<file path="config.mk">
export PLATFORM = sky130hd
export DESIGN_NAME = vsr_dev_flat
export DESIGN_NICKNAME = d
export VERILOG_FILES = /design/src/rtl/vsr_pkg.sv /design/src/rtl/vsr_if.sv /design/src/rtl/vsr_dev.sv /design/src/flat_wrapper.sv
export SDC_FILE = /design/constraint.sdc
export NUM_CORES = 1
export LEC_CHECK = 0
export ABC_CLOCK_PERIOD_IN_PS = 3100
export BUFFER_PORTS_ARGS = -buffer_cell sky130_fd_sc_hd__buf_4
export CORE_MARGIN = 2
export CORE_UTILIZATION = 40
export CTS_CLUSTER_DIAMETER = 100
export DETAILED_ROUTE_END_ITERATION = 12
export GPL_TIMING_DRIVEN = 0
export PLACE_DENSITY = 0.6
export SETUP_SLACK_MARGIN = 0.1
export SLEW_MARGIN = 5
export SYNTH_ARGS = -nofsm -noshare
export SYNTH_HDL_FRONTEND = slang
export SYNTH_SLANG_ARGS = --single-unit
</file>
<file path="constraint.sdc">
create_clock -name pclk -period 3.1 [get_ports pclk]
set_clock_uncertainty 0.05 [all_clocks]
set_input_delay 0.775 -clock pclk [delete_from_list [all_inputs] [get_ports pclk]]
set_output_delay 0.775 -clock pclk [all_outputs]
set_load 0.01 [all_outputs]
</file>
<file path="src/rtl/vsr_pkg.sv">
package vsr_pkg;
   // Parameter block layout, word indices
   localparam logic [3:0]  PB_CODE      = 4'h0;
   localparam logic [3:0]  PB_OPTS      = 4'h1;
   localparam logic [3:0]  PB_RETSTAT   = 4'h2;
   localparam logic [3:0]  PB_VECTORS   = 4'h4;
   localparam logic [3:0]  PB_LEVEL     = 4'h5;
   localparam logic [3:0]  PB_BUSID     = 4'hE;
   localparam logic [3:0]  PB_LAST      = 4'hE;
   localparam int          PB_WORDS     = 16;
   // Command codes and field positions
   localparam logic [15:0] CMD_BUS_RST  = 16'h0022;
   localparam int          OPT_IE_BIT   = 0;
   localparam int          BUSID_BIT    = 15;
   localparam int          LVL_MSB      = 2;
   localparam logic [15:0] LVL_MASK     = 16'h0007;
   localparam logic [15:0] OPT_MASK     = 16'h0001;
   localparam logic [15:0] BUSID_MASK   = 16'h8000;
   // Status codes; values are arbitrary
   localparam logic [7:0]  ST_OK        = 8'h00;
   localparam logic [7:0]  ST_BAD_CMD   = 8'h01;
   localparam logic [7:0]  ST_SCSI_RST  = 8'h02;
   // Timing: SCSI bus reset hold time
   localparam int          RST_HOLD_NS  = 25000;
   localparam int          CLK_NS       = 25;
   localparam int          RST_CYC      = RST_HOLD_NS / CLK_NS;
   // Host APB register offsets
   localparam logic [7:0]  A_CTRL       = 8'h00;
   localparam logic [7:0]  A_VEC        = 8'h04;
   localparam logic [7:0]  A_LVL        = 8'h08;
   localparam logic [7:0]  A_STAT       = 8'h0C;
   localparam logic [7:0]  A_INT_STAT   = 8'h10;
   localparam logic [7:0]  A_INT_MASK   = 8'h14;
   // Control bits
   localparam int          C_GO         = 0;
   localparam int          C_IE         = 1;
   localparam int          C_BUS        = 2;
   localparam int          C_FREEZE     = 3;
   localparam int          C_INIT       = 4;
   // Interrupt status bits
   localparam int          I_DONE       = 0;
   localparam int          I_ERR        = 1;
   localparam int          I_REFUSED    = 2;
   localparam int          I_SENSE      = 3;
   localparam int          I_BITS       = 4;
endpackage

</file>
<file path="src/rtl/vsr_if.sv">
`timescale 1ns/1ps
interface vsr_if;
   logic        pb_we;
   logic [3:0]  pb_addr;
   logic [15:0] pb_wdata;
   logic [15:0] pb_rdata;
   logic        mce_go;
   logic        busy;
   logic        irq_req;
   logic [2:0]  irq_priority_level;
   logic [7:0]  irq_vec;
   logic        irq_ack;
   logic        init_we;
   logic        init_freeze;
   modport dev  (input  pb_we, pb_addr, pb_wdata, mce_go, irq_ack, init_we, init_freeze,
                 output pb_rdata, busy, irq_req, irq_priority_level, irq_vec);
   modport host (output pb_we, pb_addr, pb_wdata, mce_go, irq_ack, init_we, init_freeze,
                 input  pb_rdata, busy, irq_req, irq_priority_level, irq_vec);
endinterface

</file>
<file path="src/rtl/vsr_dev.sv">
// Chosen here: the APB register port and the register offsets.
`timescale 1ns/1ps
module vsr_dev #(
   parameter int NQ      = 8,
   parameter int RST_LEN = vsr_pkg::RST_CYC
) (
   input  wire logic             pclk,
   input  wire logic             presetn,
   vsr_if.dev                    lnk,
   input  wire logic [NQ-1:0]    q_act_p0,
   input  wire logic [NQ-1:0]    q_act_p1,
   input  wire logic [NQ-1:0]    q_unfreeze,
   output logic [1:0]            scsi_rst_ff,
   output logic                  abort_valid_ff,
   output logic [$clog2(NQ)-1:0] abort_queue_ff,
   output logic [7:0]            abort_stat_ff,
   output logic [NQ-1:0]         frozen_ff
);
   localparam int QW = $clog2(NQ);

   // Refuse sizes the queue index and reset counter cannot hold
   if (NQ < 2 || RST_LEN < 1 || RST_LEN > 65535) begin : g_bad_param
      $error("vsr_dev: unsupported parameter value");
   end

   typedef enum logic [2:0] {
      S_IDLE   = 3'b000,
      S_CHECK  = 3'b001,
      S_RESET  = 3'b010,
      S_ABORT  = 3'b011,
      S_STATUS = 3'b100,
      S_IRQ    = 3'b101
   } vsr_dstate_t;

   // Lowest set bit of a pending mask
   function automatic logic [QW-1:0] first_one(input logic [NQ-1:0] m);
      logic [QW-1:0] r;
      r = '0;
      for (int i = NQ - 1; i >= 0; i--) begin
         if (m[i]) begin
            r = QW'(i);
         end
      end
      return r;
   endfunction

   logic [15:0]     pb_mem [vsr_pkg::PB_WORDS];
   vsr_dstate_t     state_ff;
   vsr_dstate_t     nxt_state;
   logic            freeze_en_ff;
   logic            port_ff;
   logic [NQ-1:0]   pend_ff;
   logic [15:0]     rst_cnt_ff;
   logic [7:0]      code_ff;
   logic [15:0]     rdata_ff;
   logic            busy_ff;
   logic            irq_req_ff;
   logic [2:0]      lvl_ff;
   logic [7:0]      vec_ff;

   // Decode of the held parameter block
   wire             is_bus_rst = (pb_mem[vsr_pkg::PB_CODE] == vsr_pkg::CMD_BUS_RST);
   wire             sel_port   = pb_mem[vsr_pkg::PB_BUSID][vsr_pkg::BUSID_BIT];
   wire             ie_bit     = pb_mem[vsr_pkg::PB_OPTS][vsr_pkg::OPT_IE_BIT];
   wire [NQ-1:0]    act_sel    = sel_port ? q_act_p1 : q_act_p0;
   wire [QW-1:0]    abt_idx    = first_one(pend_ff);
   wire             rst_done   = (rst_cnt_ff == 16'h0001);
   wire             st_write   = (state_ff == S_STATUS);
   wire [15:0]      vec_word   = pb_mem[vsr_pkg::PB_VECTORS];
   wire [7:0]       sel_vec    = (code_ff != vsr_pkg::ST_OK) ? vec_word[7:0]
                                                              : vec_word[15:8];
   wire [NQ-1:0]    abt_onehot = NQ'(1) << abt_idx;

   // Sequence: decode, reset, abort, write status, interrupt
   always_comb begin
      nxt_state = state_ff;
      case (state_ff)
         S_IDLE:   if (lnk.mce_go) nxt_state = S_CHECK;
         S_CHECK:  nxt_state = is_bus_rst ? S_RESET : S_STATUS;
         S_RESET:  if (rst_done) nxt_state = S_ABORT;
         S_ABORT:  if (pend_ff == '0) nxt_state = S_STATUS;
         S_STATUS: nxt_state = ie_bit ? S_IRQ : S_IDLE;
         S_IRQ:    if (lnk.irq_ack) nxt_state = S_IDLE;
         default:  nxt_state = S_IDLE;
      endcase
   end

   always_ff @(posedge pclk or negedge presetn) begin
      if (!presetn) begin
         state_ff <= S_IDLE;
      end else begin
         state_ff <= nxt_state;
      end
   end

   // Parameter block store; status write-back has the port while busy
   always_ff @(posedge pclk) begin
      if (st_write) begin
         pb_mem[vsr_pkg::PB_RETSTAT] <= {8'h00, code_ff};
      end else if (lnk.pb_we && !busy_ff) begin
         pb_mem[lnk.pb_addr] <= lnk.pb_wdata;
      end
   end

   // Registered read port and freeze option held from initialization
   always_ff @(posedge pclk or negedge presetn) begin
      if (!presetn) begin
         rdata_ff     <= 16'h0000;
         freeze_en_ff <= 1'b0;
      end else begin
         rdata_ff <= pb_mem[lnk.pb_addr];
         if (lnk.init_we) begin
            freeze_en_ff <= lnk.init_freeze;
         end
      end
   end

   // Bus reset drive, port capture and hold counter
   always_ff @(posedge pclk or negedge presetn) begin
      if (!presetn) begin
         port_ff     <= 1'b0;
         rst_cnt_ff  <= 16'h0000;
         scsi_rst_ff <= 2'b00;
      end else if (state_ff == S_CHECK && is_bus_rst) begin
         port_ff     <= sel_port;
         rst_cnt_ff  <= 16'(RST_LEN);
         scsi_rst_ff <= sel_port ? 2'b10 : 2'b01;
      end else if (state_ff == S_RESET) begin
         rst_cnt_ff <= rst_cnt_ff - 16'h0001;
         if (rst_done) begin
            scsi_rst_ff <= 2'b00;
         end
      end
   end

   // Abort each pending queue in turn, one completion per cycle
   always_ff @(posedge pclk or negedge presetn) begin
      if (!presetn) begin
         pend_ff        <= '0;
         abort_valid_ff <= 1'b0;
         abort_queue_ff <= '0;
         abort_stat_ff  <= 8'h00;
      end else begin
         abort_valid_ff <= 1'b0;
         if (state_ff == S_RESET && rst_done) begin
            pend_ff <= port_ff ? q_act_p1 : q_act_p0;
         end else if (state_ff == S_ABORT && pend_ff != '0) begin
            pend_ff        <= pend_ff & ~abt_onehot;
            abort_valid_ff <= 1'b1;
            abort_queue_ff <= abt_idx;
            abort_stat_ff  <= vsr_pkg::ST_SCSI_RST;
         end
      end
   end

   // Queue freeze; a new freeze wins over a release in the same cycle
   always_ff @(posedge pclk or negedge presetn) begin
      if (!presetn) begin
         frozen_ff <= '0;
      end else if (state_ff == S_ABORT && pend_ff != '0 && freeze_en_ff) begin
         frozen_ff <= (frozen_ff & ~q_unfreeze) | abt_onehot;
      end else begin
         frozen_ff <= frozen_ff & ~q_unfreeze;
      end
   end

   // Result code, busy flag and completion interrupt
   always_ff @(posedge pclk or negedge presetn) begin
      if (!presetn) begin
         code_ff    <= 8'h00;
         busy_ff    <= 1'b0;
         irq_req_ff <= 1'b0;
         lvl_ff     <= 3'b000;
         vec_ff     <= 8'h00;
      end else begin
         if (state_ff == S_CHECK) begin
            code_ff <= is_bus_rst ? vsr_pkg::ST_OK : vsr_pkg::ST_BAD_CMD;
         end
         if (state_ff == S_IDLE && lnk.mce_go) begin
            busy_ff <= 1'b1;
         end else if (nxt_state == S_IDLE) begin
            busy_ff <= 1'b0;
         end
         if (st_write && ie_bit) begin
            irq_req_ff <= 1'b1;
            lvl_ff     <= pb_mem[vsr_pkg::PB_LEVEL][vsr_pkg::LVL_MSB:0];
            vec_ff     <= sel_vec;
         end else if (state_ff == S_IRQ && lnk.irq_ack) begin
            irq_req_ff <= 1'b0;
         end
      end
   end

   assign lnk.pb_rdata           = rdata_ff;
   assign lnk.busy               = busy_ff;
   assign lnk.irq_req            = irq_req_ff;
   assign lnk.irq_priority_level = lvl_ff;
   assign lnk.irq_vec            = vec_ff;
endmodule

</file>
<file path="src/flat_wrapper.sv">
// flat-port wrapper written by rule: the top's interface ports become plain ports
module vsr_dev_flat 
#(
   parameter int NQ      = 8,
   parameter int RST_LEN = vsr_pkg::RST_CYC
)
  (pclk, presetn, q_act_p0, q_act_p1, q_unfreeze, scsi_rst_ff, abort_valid_ff, abort_queue_ff, abort_stat_ff, frozen_ff, lnk_pb_we, lnk_pb_addr, lnk_pb_wdata, lnk_mce_go, lnk_irq_ack, lnk_init_we, lnk_init_freeze, lnk_pb_rdata, lnk_busy, lnk_irq_req, lnk_irq_priority_level, lnk_irq_vec);
  vsr_if lnk_i ();
  input  wire logic pclk;
  input  wire logic presetn;
  input  wire logic [NQ-1:0] q_act_p0;
  input  wire logic [NQ-1:0] q_act_p1;
  input  wire logic [NQ-1:0] q_unfreeze;
  output logic [1:0] scsi_rst_ff;
  output logic abort_valid_ff;
  output logic [$clog2(NQ)-1:0] abort_queue_ff;
  output logic [7:0] abort_stat_ff;
  output logic [NQ-1:0] frozen_ff;
  input wire logic [$bits(lnk_i.pb_we)-1:0] lnk_pb_we;
  input wire logic [$bits(lnk_i.pb_addr)-1:0] lnk_pb_addr;
  input wire logic [$bits(lnk_i.pb_wdata)-1:0] lnk_pb_wdata;
  input wire logic [$bits(lnk_i.mce_go)-1:0] lnk_mce_go;
  input wire logic [$bits(lnk_i.irq_ack)-1:0] lnk_irq_ack;
  input wire logic [$bits(lnk_i.init_we)-1:0] lnk_init_we;
  input wire logic [$bits(lnk_i.init_freeze)-1:0] lnk_init_freeze;
  output wire logic [$bits(lnk_i.pb_rdata)-1:0] lnk_pb_rdata;
  output wire logic [$bits(lnk_i.busy)-1:0] lnk_busy;
  output wire logic [$bits(lnk_i.irq_req)-1:0] lnk_irq_req;
  output wire logic [$bits(lnk_i.irq_priority_level)-1:0] lnk_irq_priority_level;
  output wire logic [$bits(lnk_i.irq_vec)-1:0] lnk_irq_vec;
  assign lnk_i.pb_we = lnk_pb_we;
  assign lnk_i.pb_addr = lnk_pb_addr;
  assign lnk_i.pb_wdata = lnk_pb_wdata;
  assign lnk_i.mce_go = lnk_mce_go;
  assign lnk_i.irq_ack = lnk_irq_ack;
  assign lnk_i.init_we = lnk_init_we;
  assign lnk_i.init_freeze = lnk_init_freeze;
  assign lnk_pb_rdata = lnk_i.pb_rdata;
  assign lnk_busy = lnk_i.busy;
  assign lnk_irq_req = lnk_i.irq_req;
  assign lnk_irq_priority_level = lnk_i.irq_priority_level;
  assign lnk_irq_vec = lnk_i.irq_vec;
  vsr_dev #(.NQ(NQ), .RST_LEN(RST_LEN)) u_core (.pclk(pclk), .presetn(presetn), .lnk(lnk_i), .q_act_p0(q_act_p0), .q_act_p1(q_act_p1), .q_unfreeze(q_unfreeze), .scsi_rst_ff(scsi_rst_ff), .abort_valid_ff(abort_valid_ff), .abort_queue_ff(abort_queue_ff), .abort_stat_ff(abort_stat_ff), .frozen_ff(frozen_ff));
endmodule
</file>
==> results.yml <==
sta:
  whs_ns: 0.3935
  worstMarginPinSlew_ns: 1.076
  setup_viol: 0
  drv_slew: 0
  fin_crit_ns: 3.031
  worst_slack_ns: 0.06895
  hold_viol: 0
  fin_crit_sh: 0.9778
  clock.fmax_mhz: 329.9
  slew-limit-headroom: 0.2828
  rsz0062_at_grt: "true"
clock_network:
  cts.clk_slew.worst_paths_ns: 0.06
  cts_htree_levels: 2
  cts_sinks: 330
  numCtsBuffers: 36
  cts_root_buffer: "clkbuf_16"
  cts_tree: "yes"
  clock_latency_ns: 0.52
  clk_path_buf_depth: 3
die:
  ios: 102
  die_w_um: 185.3
  coreArea_sq_mm: 0.03245
  start_util: 0.4049
  dieArea_sq_mm: 0.03432
  dieHeight_um: 185.3
  rows: 66
power_and_ir_drop:
  switchingPower_mw: 2.674
  power.leakage_nw: 5.840
  finalPower_mw: 11.08
  combPwrFrac: 0.123
  p_sw_frac: 0.2413
  seqPwrFrac: 0.485
  intPower_mw: 8.408
  ir_drop_uv: 509.5
  power.clock.fraction: 0.391
  power_density_mw_per_mm2: 687.1
critical_path:
  reg2reg_to: "u_core.pb_mem[7][7]"
  worstSetupEndpoint: "u_core.pb_mem[7][7]"
  worstSetupPathType: "reg -> reg"
  worstPathArrival_ns: 3.21
  required_ns: 3.28
  critPathLaunchType: "register"
  rrSetupSlack_ns: 0.07
  r2r-start: "u_core.state_ff[1]"
  cp-end-kind: "register"
  reg2reg_depth: 7
  cp_max_fo: 10
  crit_path_start: "u_core.state_ff[1]"
placement:
  dpl.cell_count: 1262
  pre_cts_ws_ns: -0.6809
  dpl_cell_area_sq_mm: 0.01467
  portBuffers: 90
  place.gp.congestion: 0.8205
  post-dp-hpwl_um: 20810
logic_synthesis:
  synth-compound-area-share: 0.02685
  synth_mux_area_frac: 0.1560
  async_flop_share: 0.2242
  syn_area_sq_mm: 0.01314
  synth_xor_area_frac: 0.007331
  synth-edff-count: 256
  yosysMostFrequentCell: "edfxtp_1"
  yosys.area_share.adder: 0.001904
  yosysSeqAreaShare: 0.7259
  synthTopCellsByArea: "edfxtp_1 58%, dfrtp_1 14%, mux4_2 14%"
  synth_top_area_share: 0.5850
  synthCells: 710
  synthSimpleGateAreaFrac: 0.06217
  yosysTopAreaCell: "edfxtp_1"
  avgSynthCellArea_sq_um: 18.51
  synthTopCellsByCount: "256 x edfxtp_1, 80 x mux4_2, 74 x dfrtp_1, 47 x nor2_1, 27 x nand2_1"
  synth_top_family_by_area: "multiplexers"
  ys_types: 56
  synthFlopType: "edfxtp_1"
  ys_warn_count: 0
  synth-seq-cells: 330
finish:
  seqCellArea_sq_mm: 0.009539
  areaGrowthSynthToFinish_pct: 22.73
  antennaDiodeCount: 0
  stdcell_area_sq_mm: 0.01613
  drive_gt1_frac: 0.3444
  nets: 926
  fillers: 2670
  multi_input_area_sq_mm: 0.003471
  stdcell_count: 1342
status:
  status: "complete, no violations"
grt:
  antenna_found_initial: 0
  grt_use_total: 0.1887
  grt_max_degree: 75
  grt-ovfl-total: 0
  grt_pass1_vias: 7309
  grt_pass1_wl_um: 46730
drt:
  vias: 7259
  routed_wl_um: 31550
  first_iter_violations: 669
  viasPerCell: 5.409
  ant_nets: 0
  wl_per_cell_um: 23.51
  drc_errors: 0
  drt_pass1_iterations: 5
job:
  cap_violations: 0
worst_hold_path:
  hp-class: "in -> async"
==> routing by layer <==
metal  part of all wire  GRT usage
met5                  0          0
met4              0.032    0.06381
met3              0.079    0.03991
met2               0.46     0.2863
met1               0.43     0.2722
==> per-stage QoR <==
stage | utilization | TNS (ns)
finish | 0.4970 | 0
global route | 0.4970 | -0.3748
CTS | 0.4940 | 0
detailed placement | 0.4522 | -96.04
global placement | 0.4439 | -263.79
floorplan | - | 0
==> power by group through the flow <==
stage	sequential, mW	combinational, mW	clock [mW]
floorplan	5.47	0.666	0
global placement	5.47	1.26	0
detailed placement	5.47	1.34	0
CTS	5.38	1.37	4.41
global route	5.40	1.48	4.61
finish	5.38	1.36	4.34
==> layout make-up <==
type	instances	area share
inverters	15	0.003491
clock inverters	22	0.01567
flip-flops and latches	330	0.5915
plain buffers	41	0.01272
clock buffers	43	0.05873
multi-input cells	330	0.2152
well taps	442	0.03429
repair buffers	119	0.06843
==> sequential cells by signal, summed over array words and instances, names as in the netlist, 2 cells and up <==
register,count
u_core.abort_queue_ff,3
u_core.frozen_ff,8
u_core.lnk.irq_priority_level,3
u_core.lnk.irq_vec,8
u_core.lnk.pb_rdata,16
u_core.pb_mem,256
u_core.pend_ff,8
u_core.rst_cnt_ff,16
u_core.scsi_rst_ff,2
u_core.state_ff,3
==> cells in the final DEF (no fill, tap or decap), types with 4 or more instances in the layout <==
master and instances:
xor2_1 6, clkinv_1 5, clkbuf_1 21, nand2_1 27, buf_12 9, mux2_2 6
mux2i_1 18, edfxtp_1 256, bufinv_16 5, clkinv_2 7, mux4_2 80, inv_1 15
nand2b_1 7, o32ai_1 4, nor2_2 5, o21ai_2 4, a21oi_1 18, nand4_1 5
nor2_1 35, nor2_4 7, and2_1 17, nor4b_1 4, conb_1 7, o21ai_0 8
xnor2_1 5, buf_8 12, nor4_1 7, buf_4 103, buf_2 11, dfrtp_1 74
clkbuf_16 36, nand3_1 8, o22ai_1 4
==> what timing repair did <==
action                     in CTS  in global routing
hold buffers                    0                  0
gates cloned                    0                  0
setup endpoints to repair     187                 82
pin swaps                       4                  6
setup buffers                   8                  7
gates resized for setup         7                  1
==> worst max-delay path, cell delays in order (launching register included) <==
cell      delay, ns
dfrtp_1        0.38
buf_2          0.22
nor2_1         0.13
a21oi_1        0.36
clkbuf_2       0.37
nand3b_1       0.35
nor2_2         0.63
buf_8          0.23
==> cell families (layout without fill, tap and decap cells) <==
group           count (synthesis)  in the layout
other cells                     1              7
xor+xnor                       11             11
fa+ha+maj                       2              2
simple gates                  151            151
flops                         330            330
compound gates                 55             55
buf+inv                        56            240
mux                           104            104
==> worst min path at each step <==
| stage | to | slack [ns] | depth (start not counted) | start |
|---|---|---|---|---|
| finish | u_core.rst_cnt_ff[7] | 0.39 | 1 | presetn |
| detailed placement | u_core.abort_stat_ff[1] | 0.41 | 1 | u_core.abort_stat_ff[1] |
| floorplan | u_core.scsi_rst_ff[0] | 0.41 | 1 | u_core.pb_mem[14][15] |
| global placement | u_core.abort_stat_ff[1] | 0.40 | 1 | u_core.abort_stat_ff[1] |
| global route | u_core.frozen_ff[7] | 0.38 | 2 | q_unfreeze[7] |
| CTS | u_core.frozen_ff[4] | 0.38 | 2 | q_unfreeze[4] |
(Power assumes the default switching activity.)
